### config.mk
export PLATFORM = sky130hd
export DESIGN_NAME = unbr_receiver
export DESIGN_NICKNAME = d
export VERILOG_FILES = /design/src/inc/unbr_pkg.sv /design/src/logic/unbr_receiver.sv /design/src/logic/unbr_fifo.sv /design/src/logic/unbr_baud.sv
export SDC_FILE = /design/constraint.sdc
export NUM_CORES = 1
export LEC_CHECK = 0
export BUFFER_PORTS_ARGS = -buffer_cell sky130_fd_sc_hd__buf_2
export CAP_MARGIN = 15
export CORE_MARGIN = 2
export CORE_UTILIZATION = 33
export CTS_BUF_LIST = sky130_fd_sc_hd__clkbuf_16
export CTS_CLUSTER_SIZE = 40
export DETAILED_ROUTE_END_ITERATION = 8
export HOLD_SLACK_MARGIN = 0.1
export SYNTH_ARGS = -nofsm -noshare
export SYNTH_HDL_FRONTEND = slang
export SYNTH_SLANG_ARGS = --single-unit
### constraint.sdc
create_clock -name sys_clk -period 3 [get_ports sys_clk]
set_input_delay 0.45 -clock sys_clk [delete_from_list [all_inputs] [get_ports sys_clk]]
set_output_delay 0.45 -clock sys_clk [all_outputs]
set_load 0.02 [all_outputs]
### src/inc/unbr_pkg.sv
/*
  Package for the nine-bit address receiver: register indices, bit
  positions, reset values and timing constants.
  Assumes a register port with one-cycle strobes and 8-bit data.
*/
package unbr_pkg;
  // ----------------------------------------------------------------
  // Register indices (word address)
  // ----------------------------------------------------------------
  localparam logic [2:0] REG_RX_STATUS = 3'h0;
  localparam logic [2:0] REG_RX_DATA = 3'h1;
  localparam logic [2:0] REG_BAUD_LOW = 3'h2;
  localparam logic [2:0] REG_BAUD_HIGH = 3'h3;
  localparam logic [2:0] REG_TX_STATUS = 3'h4;
  localparam logic [2:0] REG_BAUD_CTRL = 3'h5;
  localparam logic [2:0] REG_INT_CTRL = 3'h6;
  localparam logic [2:0] REG_INT_ENABLE = 3'h7;
  localparam int ADDR_W = 3;
  // ----------------------------------------------------------------
  // Bit positions
  // ----------------------------------------------------------------
  localparam int RS_PORT_EN = 7;
  localparam int RS_NINE = 6;
  localparam int RS_CONT = 4;
  localparam int RS_ADDR = 3;
  localparam int RS_FRAME = 2;
  localparam int RS_OVER = 1;
  localparam int RS_NINTH = 0;
  localparam int TS_SYNC = 4;
  localparam int TS_HIGH = 2;
  localparam int TS_IDLE = 1;
  localparam int BC_IDLE = 6;
  localparam int BC_WIDE = 3;
  localparam int IC_GLOBAL = 7;
  localparam int IC_PERIPH = 6;
  localparam int IE_RX = 5;
  // ----------------------------------------------------------------
  // Reset values and sizes
  // ----------------------------------------------------------------
  localparam logic [7:0] CTRL_RESET = 8'h00;
  localparam logic [7:0] TS_IDLE_VAL = 8'h02;
  localparam int FIFO_DEPTH = 2;
  localparam int OVERSAMPLE = 16;
  localparam logic [3:0] HALF_BIT = 4'h7;
  localparam logic [3:0] LAST_TICK = 4'hf;
  localparam logic [3:0] VOTE_A = 4'h6;
  localparam logic [3:0] VOTE_B = 4'h7;
  localparam logic [3:0] VOTE_C = 4'h8;
  localparam logic [3:0] EIGHT_BITS = 4'h8;
  localparam logic [3:0] NINE_BITS = 4'h9;
  localparam logic [1:0] PRESCALE_LOW = 2'h3;
  localparam logic [1:0] PRESCALE_HIGH = 2'h0;
endpackage

### src/logic/unbr_receiver.sv
/*
  Nine-bit address receiver top: register port, 16x data recovery,
  shift register, address filter, two-character store, flags.
  Assumes the receive line is synchronous to sys_clk and the register
  master keeps to one-cycle strobes.
*/
`timescale 1ns/1ps
module unbr_receiver
  import unbr_pkg::*;
(
  input wire logic sys_clk,
  input wire logic reset_n,
  input wire logic [ADDR_W-1:0] regAddr,
  input wire logic [7:0] regWriteData,
  input wire logic regWrite,
  input wire logic regRead,
  output logic [7:0] regReadData,
  input wire logic serialReceivePin,
  output logic receivePendingFlag,
  output logic receiveInterrupt
);
  // ----------------------------------------------------------------
  // Control registers
  // ----------------------------------------------------------------
  typedef enum logic [1:0] {UNBR_IDLE, UNBR_START, UNBR_DATA, UNBR_STOP}
    unbr_state_t;

  logic [7:0] rxCtrl, next_rxCtrl;
  logic [7:0] baudLow, next_baudLow;
  logic [7:0] baudHigh, next_baudHigh;
  logic [7:0] txCtrl, next_txCtrl;
  logic [7:0] baudCtrl, next_baudCtrl;
  logic [7:0] intCtrl, next_intCtrl;
  logic [7:0] intEnable, next_intEnable;
  logic [7:0] next_regReadData;
  logic overrun, next_overrun;

  logic portEnable, nineBit, contEnable, addrDetect, syncMode;
  logic receiveActive, sampleTick;
  logic [9:0] headData;
  logic notEmpty, full, push, pop;
  logic [9:0] pushData;

  assign portEnable = rxCtrl[RS_PORT_EN];
  assign nineBit = rxCtrl[RS_NINE];
  assign contEnable = rxCtrl[RS_CONT];
  assign addrDetect = rxCtrl[RS_ADDR];
  assign syncMode = txCtrl[TS_SYNC];
  assign receiveActive = portEnable && contEnable && !syncMode;

  function automatic logic isAccess(input logic [ADDR_W-1:0] a,
                                    input logic [ADDR_W-1:0] r);
    return a == r;
  endfunction

  // Data register read advances the store; the ninth bit must be
  // fetched first from the status register
  assign pop = regRead && isAccess(regAddr, REG_RX_DATA);

  always_comb begin
    next_rxCtrl = rxCtrl;
    next_baudLow = baudLow;
    next_baudHigh = baudHigh;
    next_txCtrl = txCtrl;
    next_baudCtrl = baudCtrl;
    next_intCtrl = intCtrl;
    next_intEnable = intEnable;
    next_overrun = overrun;
    if (regWrite) begin
      case (regAddr)
        REG_RX_STATUS: next_rxCtrl = regWriteData;
        REG_BAUD_LOW: next_baudLow = regWriteData;
        REG_BAUD_HIGH: next_baudHigh = regWriteData;
        REG_TX_STATUS: next_txCtrl = regWriteData;
        REG_BAUD_CTRL: next_baudCtrl = regWriteData;
        REG_INT_CTRL: next_intCtrl = regWriteData;
        REG_INT_ENABLE: next_intEnable = regWriteData;
        default: next_rxCtrl = rxCtrl;
      endcase
    end
    // Completed third character sets overrun; set beats the clear
    if (!contEnable || !portEnable) begin
      next_overrun = 1'b0;
    end
    if (push && full) begin
      next_overrun = 1'b1;
    end
    next_regReadData = 8'h00;
    if (regRead) begin
      case (regAddr)
        REG_RX_STATUS: begin
          next_regReadData = {rxCtrl[7:3], headData[9] & notEmpty,
                              overrun, headData[8]};
        end
        REG_RX_DATA: next_regReadData = headData[7:0];
        REG_BAUD_LOW: next_regReadData = baudLow;
        REG_BAUD_HIGH: next_regReadData = baudHigh;
        REG_TX_STATUS: next_regReadData = txCtrl | TS_IDLE_VAL;
        REG_BAUD_CTRL: next_regReadData = baudCtrl;
        REG_INT_CTRL: next_regReadData = intCtrl;
        REG_INT_ENABLE: next_regReadData = intEnable;
        default: next_regReadData = 8'h00;
      endcase
    end
  end

  always_ff @(posedge sys_clk or negedge reset_n) begin
    if (!reset_n) begin
      rxCtrl <= CTRL_RESET;
      baudLow <= CTRL_RESET;
      baudHigh <= CTRL_RESET;
      txCtrl <= CTRL_RESET;
      baudCtrl <= CTRL_RESET;
      intCtrl <= CTRL_RESET;
      intEnable <= CTRL_RESET;
      overrun <= 1'b0;
      regReadData <= 8'h00;
    end else begin
      rxCtrl <= next_rxCtrl;
      baudLow <= next_baudLow;
      baudHigh <= next_baudHigh;
      txCtrl <= next_txCtrl;
      baudCtrl <= next_baudCtrl;
      intCtrl <= next_intCtrl;
      intEnable <= next_intEnable;
      overrun <= next_overrun;
      regReadData <= next_regReadData;
    end
  end

  // ----------------------------------------------------------------
  // Baud divider
  // ----------------------------------------------------------------
  unbr_baud u_baud (
    .sys_clk(sys_clk),
    .reset_n(reset_n),
    .enable(receiveActive),
    .divisor({baudHigh, baudLow}),
    .highRate(txCtrl[TS_HIGH]),
    .wideDivisor(baudCtrl[BC_WIDE]),
    .sampleTick(sampleTick)
  );

  // ----------------------------------------------------------------
  // Data recovery
  // ----------------------------------------------------------------
  unbr_state_t state, next_state;
  logic [3:0] tick, next_tick;
  logic [3:0] bitCount, next_bitCount;
  logic [8:0] shiftReg, next_shiftReg;
  logic [2:0] votes, next_votes;
  logic lineBit;

  function automatic logic majority(input logic [2:0] v);
    return (v[0] & v[1]) | (v[1] & v[2]) | (v[0] & v[2]);
  endfunction

  assign lineBit = majority(votes);

  always_comb begin
    next_state = state;
    next_tick = tick;
    next_bitCount = bitCount;
    next_shiftReg = shiftReg;
    next_votes = votes;
    push = 1'b0;
    pushData = {1'b0, shiftReg};
    if (!receiveActive || overrun) begin
      // Overrun blocks reception until cleared
      next_state = UNBR_IDLE;
    end else if (sampleTick) begin
      next_tick = tick + 1'b1;
      if (tick == VOTE_A) next_votes[0] = serialReceivePin;
      if (tick == VOTE_B) next_votes[1] = serialReceivePin;
      if (tick == VOTE_C) next_votes[2] = serialReceivePin;
      case (state)
        UNBR_IDLE: begin
          next_tick = '0;
          if (!serialReceivePin) next_state = UNBR_START;
        end
        UNBR_START: begin
          if (tick == HALF_BIT && serialReceivePin) begin
            // Glitch shorter than half a bit: back to hunting
            next_state = UNBR_IDLE;
          end else if (tick == LAST_TICK) begin
            // Tick count wraps at the start of bit 0, so the three
            // votes land mid-bit rather than on the bit edge
            next_bitCount = '0;
            next_state = UNBR_DATA;
          end
        end
        UNBR_DATA: begin
          if (tick == LAST_TICK) begin
            // Shift LSB first; eight-bit mode leaves bit nine zero
            next_shiftReg = nineBit ? {lineBit, shiftReg[8:1]}
                                    : {1'b0, lineBit, shiftReg[7:1]};
            next_bitCount = bitCount + 1'b1;
            if (bitCount == (nineBit ? NINE_BITS : EIGHT_BITS)
                - 1'b1) begin
              next_state = UNBR_STOP;
            end
          end
        end
        UNBR_STOP: begin
          if (tick == LAST_TICK) begin
            next_state = UNBR_IDLE;
            pushData = {!lineBit, shiftReg};
            // Address mode drops characters with ninth bit zero and
            // touches nothing else
            push = !addrDetect || shiftReg[8];
          end
        end
        default: next_state = UNBR_IDLE;
      endcase
    end
  end

  always_ff @(posedge sys_clk or negedge reset_n) begin
    if (!reset_n) begin
      state <= UNBR_IDLE;
      tick <= '0;
      bitCount <= '0;
      shiftReg <= '0;
      votes <= '0;
    end else begin
      state <= next_state;
      tick <= next_tick;
      bitCount <= next_bitCount;
      shiftReg <= next_shiftReg;
      votes <= next_votes;
    end
  end

  // ----------------------------------------------------------------
  // Character store and pending flag
  // ----------------------------------------------------------------
  // A full store takes no push; the overrun flag records the loss
  unbr_fifo #(.WIDTH(10), .DEPTH(FIFO_DEPTH)) u_fifo (
    .sys_clk(sys_clk),
    .reset_n(reset_n),
    .flush(!portEnable),
    .push(push && !full),
    .pushData(pushData),
    .pop(pop),
    .headData(headData),
    .notEmpty(notEmpty),
    .full(full)
  );

  assign receivePendingFlag = notEmpty && portEnable;
  assign receiveInterrupt = receivePendingFlag && intEnable[IE_RX]
    && intCtrl[IC_PERIPH] && intCtrl[IC_GLOBAL];
endmodule // unbr_receiver

### src/logic/unbr_fifo.sv
/*
  Two-entry character store: nine data bits plus a framing flag per
  entry, read data from a register.
  Assumes the writer never pushes while full.
*/
`timescale 1ns/1ps
module unbr_fifo
  import unbr_pkg::*;
#(
  parameter int WIDTH = 10,
  parameter int DEPTH = FIFO_DEPTH
) (
  input wire logic sys_clk,
  input wire logic reset_n,
  input wire logic flush,
  input wire logic push,
  input wire logic [WIDTH-1:0] pushData,
  input wire logic pop,
  output logic [WIDTH-1:0] headData,
  output logic notEmpty,
  output logic full
);
  // ----------------------------------------------------------------
  // Storage
  // ----------------------------------------------------------------
  logic [WIDTH-1:0] mem [DEPTH];
  logic [$clog2(DEPTH):0] count;
  logic [$clog2(DEPTH):0] next_count;
  logic [WIDTH-1:0] next_headData;

  assign notEmpty = (count != '0);
  assign full = (count == ($clog2(DEPTH)+1)'(DEPTH));

  always_comb begin
    next_count = count;
    if (flush) begin
      next_count = '0;
    end else if (push && !(pop && notEmpty)) begin
      next_count = count + 1'b1;
    end else if (pop && !push && notEmpty) begin
      next_count = count - 1'b1;
    end
    // Head is the oldest entry; after a pop the next one moves up
    next_headData = mem[0];
    if (pop && notEmpty) begin
      next_headData = (count > 1) ? mem[1] : pushData;
    end else if (push && !notEmpty) begin
      next_headData = pushData;
    end
  end

  always_ff @(posedge sys_clk or negedge reset_n) begin
    if (!reset_n) begin
      count <= '0;
      headData <= '0;
      for (int i = 0; i < DEPTH; i++) begin
        mem[i] <= '0;
      end
    end else begin
      count <= next_count;
      headData <= next_headData;
      if (pop && notEmpty) begin
        for (int i = 0; i < DEPTH - 1; i++) begin
          mem[i] <= mem[i+1];
        end
      end
      if (push) begin
        if (pop && notEmpty) begin
          mem[count-1] <= pushData;
        end else begin
          mem[count[$clog2(DEPTH)-1:0]] <= pushData;
        end
      end
    end
  end
endmodule // unbr_fifo

### src/logic/unbr_baud.sv
/*
  Baud divider: makes a one-cycle tick at sixteen times the bit rate.
  Assumes divisor and select bits change only while idle.
*/
`timescale 1ns/1ps
module unbr_baud
  import unbr_pkg::*;
(
  input wire logic sys_clk,
  input wire logic reset_n,
  input wire logic enable,
  input wire logic [15:0] divisor,
  input wire logic highRate,
  input wire logic wideDivisor,
  output logic sampleTick
);
  // ----------------------------------------------------------------
  // Divisor plus prescale
  // ----------------------------------------------------------------
  logic [15:0] count;
  logic [15:0] next_count;
  logic [1:0] pre;
  logic [1:0] next_pre;
  logic [15:0] limit;
  logic [1:0] preLimit;
  logic next_tick;

  // Narrow divisor uses only the low byte
  assign limit = wideDivisor ? divisor : {8'h00, divisor[7:0]};
  // Low rate spreads each oversample over four divider periods
  assign preLimit = highRate ? PRESCALE_HIGH : PRESCALE_LOW;

  always_comb begin
    next_count = count - 1'b1;
    next_pre = pre;
    next_tick = 1'b0;
    if (!enable) begin
      next_count = limit;
      next_pre = preLimit;
    end else if (count == '0) begin
      next_count = limit;
      if (pre == '0) begin
        next_pre = preLimit;
        next_tick = 1'b1;
      end else begin
        next_pre = pre - 1'b1;
      end
    end
  end

  always_ff @(posedge sys_clk or negedge reset_n) begin
    if (!reset_n) begin
      count <= '0;
      pre <= '0;
      sampleTick <= 1'b0;
    end else begin
      count <= next_count;
      pre <= next_pre;
      sampleTick <= next_tick;
    end
  end
endmodule // unbr_baud

==> metrics.md <==
| Metric | Value |
|---|---|
| Status | completed |
| Reg2Reg Setup Slack | between 0.5 and 0.6 ns |
| FP Rows | 51 |
| CORE AREA | 19400 um^2 |
| Critical Path Stages | 5 |
| Achievable Freq | 0.386 GHz |
| Drt pass-1 iters | 4 |
| Post-cts resize count | 0 |
| Syn Nets | 574 |
| Final min period | approximately 2.6 ns |
| DP HPWL | just over 10000 um |
| Top-count cell post-synth | dfrtp_1 |
| Routed len/inst | 16.6 um |
| DR vias/cell | 5.11 |
| Syn Inst Count | between 500 and 600 |
| WS Path Type | flip-flop to output port |
| Setup tns final | 0 ns |
| Worst slew pin tran | 0.645 ns |
| Placement Cell Area | 6910 um^2 |
| Inst Count DP | about 830 |
| Worst skew pair latency | around 0.42 ns |
| WP buf/inv | 2 |
| Remaining antenna violation count | 0 |
| Final-report hold violation count | 0 |
| First-pass GRT wire length | 23500 um |
| # IOs | 26 |
| Post-synth top flop | dfrtp_1 |
| R2R depth | 6 |
| Vias in the first global route | 4455 |
| Clock Skew | 0.00767 ns |
| Residual DRC | 0 |
| # Post-CTS Setup Buffers | 0 |
| Sink Count | 134 |
| Full die area | ~21000 um^2 |
| Final setup fails | 0 |
| Total track usage | 14.9% |
| Gr ovfl total | 0 |
| Root Buffer | clkbuf_16 |
| Area leader, netlist | dfrtp_1 |
| Cell Area, Synth | 6480 um^2 |
| Post-route cell area | 7530 um^2 |
| Fin nets | 606 |
| Vias | 4385 |
| Max cap viols | 0 |
| #FFs+latches synth | ~130 |
| Port Buffers | 25 |
| Initial core utilization | 33.4% |
| Asr flop ratio synth | 100% |
| P_leak | 3.19 nW |
| CTS tree | built |
| DR iter-0 viols | roughly 190 |
| Ranking of synthesized cells by area | dfrtp_1, mux2_2, mux2i_1 |
| Ys Warns | 0 |
| Die height | around 140 um |
| PwrDens | 666 nW/um^2 |
| Post-synth top cells | dfrtp_1, mux2_2, o21ai_0 |
| Worst min-delay path class | input port to flip-flop |
| Crit path DAT | 2.14 ns |
| Die width | 144 um |
| Crit path max-delay cell type | dfrtp_1 |
| Fin cells | 858 |
| EDFF count, synth | 0 |
| Register area share after synthesis | 51.7% |
| Final Max Tran Viols | 0 |
| RSZ-0062 raised after global routing | no |
| Detailed Route WL | 14200 um |
| Largest net degree at the start of global routing | slightly below 70 |
| Slew margin rel. | about 57% |
| CP delay by family, top | simple AND/OR/NAND/NOR gates |
| Peak VDD IR | between 0.0004 and 0.0005 V |
| Clock transition at path regs | 0.06 ns |
| Pre-CTS setup slack | between 0.5 and 0.6 ns |
| Post-synth top area share | 51.7% |
| # diodes | 0 |
| Initial antenna violation count | 0 |
| Clock Tree Buf Depth | 2 |
| Hold slack | 0.310 ns |
| Routability cong. | ~0.88 |
| Avg Cell Area, Syn | approximately 12 um^2 |
| CP required | roughly 2.6 ns |
| Area growth syn-to-layout | 16.2% |
| Worst hold stages | 2 |
| CTS Buf Count | 17 |
| Layout cells sized above 1 | 26.8% |
| Critical Path Max Stage Delay | 0.44 ns |
| Crit end category | output port |
| Share of the clock period used by the worst path | between 80% and 90% |
| Post-CTS Hold Buffers | 1 |
| CP startpoint kind | flip-flop |
| Max FO, Critical Path | 6 |
| Setup WS post-layout | 0.409 ns |
| H-tree lvl count | 4 |
| Post-synthesis cell type count | 63 |
| Critical-path cell list | inv_1, ha_1, nor2b_1, and4_1, buf_2 |
path summary, 6_finish.rpt:
path                             startpoint           endpoint
min in group asynchronous           reset_n    u_baud.count[4]
hold reg to reg               u_baud.pre[1]  u_baud.sampleTick
setup reg to reg            u_fifo.count[0]     u_fifo.mem[14]
max in group asynchronous           reset_n         baudLow[0]
hold / removal             serialReceivePin           votes[0]
setup / recovery            u_fifo.count[0]   receiveInterrupt
registers in the layout, indices dropped and copies added (netlist names), 4 cells and up, named ones only:
name	flops
regReadData	8
u_fifo.mem	10
intEnable	8
tick	4
rxCtrl	5
intCtrl	8
baudHigh	8
u_baud.count	16
u_fifo.headData	10
baudLow	8
bitCount	4
baudCtrl	8
shiftReg	9
txCtrl	7
cells by family after synthesis:
family / synth area share (%)
muxes: 20.1
and+or+nand+nor: 11.4
buffers and inverters: 3.17
xor gates and xnor gates: 2.16
AOI/OAI and AO/OA: 9.40
adders and majority gates: 2.08
DFF: 51.7
through the flow:
stage	total power (W)	util [%]
after global routing	0.00526	38.8
after floorplan	0.00270	-
final	0.00501	38.8
after CTS	0.00507	38.8
after global placement	0.00290	35.6
after detailed placement	0.00293	35.6
power by group:
| part | internal (W) | switching [W] | leakage (nW) |
|---|---|---|---|
| Clock | 0.00131 | 0.000800 | 0.280 |
| Combinational | 0.000322 | 0.000327 | 1.20 |
| Sequential | 0.00205 | 0.000207 | 1.71 |
| Total | 0.00368 | 0.00133 | 3.19 |
metal layers:
metal | wire, um | up-vias | GRT usage, % | share of wire [%]
met2 | 6750 | 73 | 23.3 | 47
li1 | - | 2069 | - | -
met3 | 612 | 11 | 3.84 | 4.3
met1 | 6750 | 2232 | 20.4 | 47
met4 | 108 | 0 | 4.45 | 0.76
met5 | 0 | - | 0 | 0
cells in the final DEF (no fill, tap or decap), types with 6 or more instances in the layout:
| cell | netlist | final |
|---|---|---|
| o21ai_0 | 41 | 41 |
| nand3_1 | 21 | 21 |
| nor2b_1 | 7 | 7 |
| mux2_2 | 73 | 73 |
| buf_4 | 0 | 8 |
| mux2i_1 | 32 | 32 |
| ha_1 | 10 | 10 |
| a22oi_1 | 10 | 10 |
| dfrtp_1 | 134 | 134 |
| buf_2 | 11 | 24 |
| mux4_2 | 6 | 6 |
| nand2_1 | 25 | 25 |
| clkbuf_16 | 0 | 17 |
| xnor2_1 | 11 | 11 |
| inv_1 | 25 | 25 |
| nor3_1 | 6 | 6 |
| nor2_1 | 30 | 30 |
| a21oi_1 | 17 | 17 |
final cells by class:
type,count,area (um^2)
clock inverter,15,180
timing repair buffer,35,221
fill,1913,11900
sequential,134,3350
tap,265,332
clock buffer,17,425
inverter,25,93.8
multi-input combinational,367,2920
worst register-to-register path: cells and delay by family, from the launching register on:
kind                       cells  cell delay [ns]
and+or+nand+nor                2             0.70
adders and majority gates      1             0.33
DFF                            1             0.44
muxes                          1             0.25
buffers and inverters          1             0.15
AOI/OAI and AO/OA              1             0.54
(Power assumes the default switching activity.)
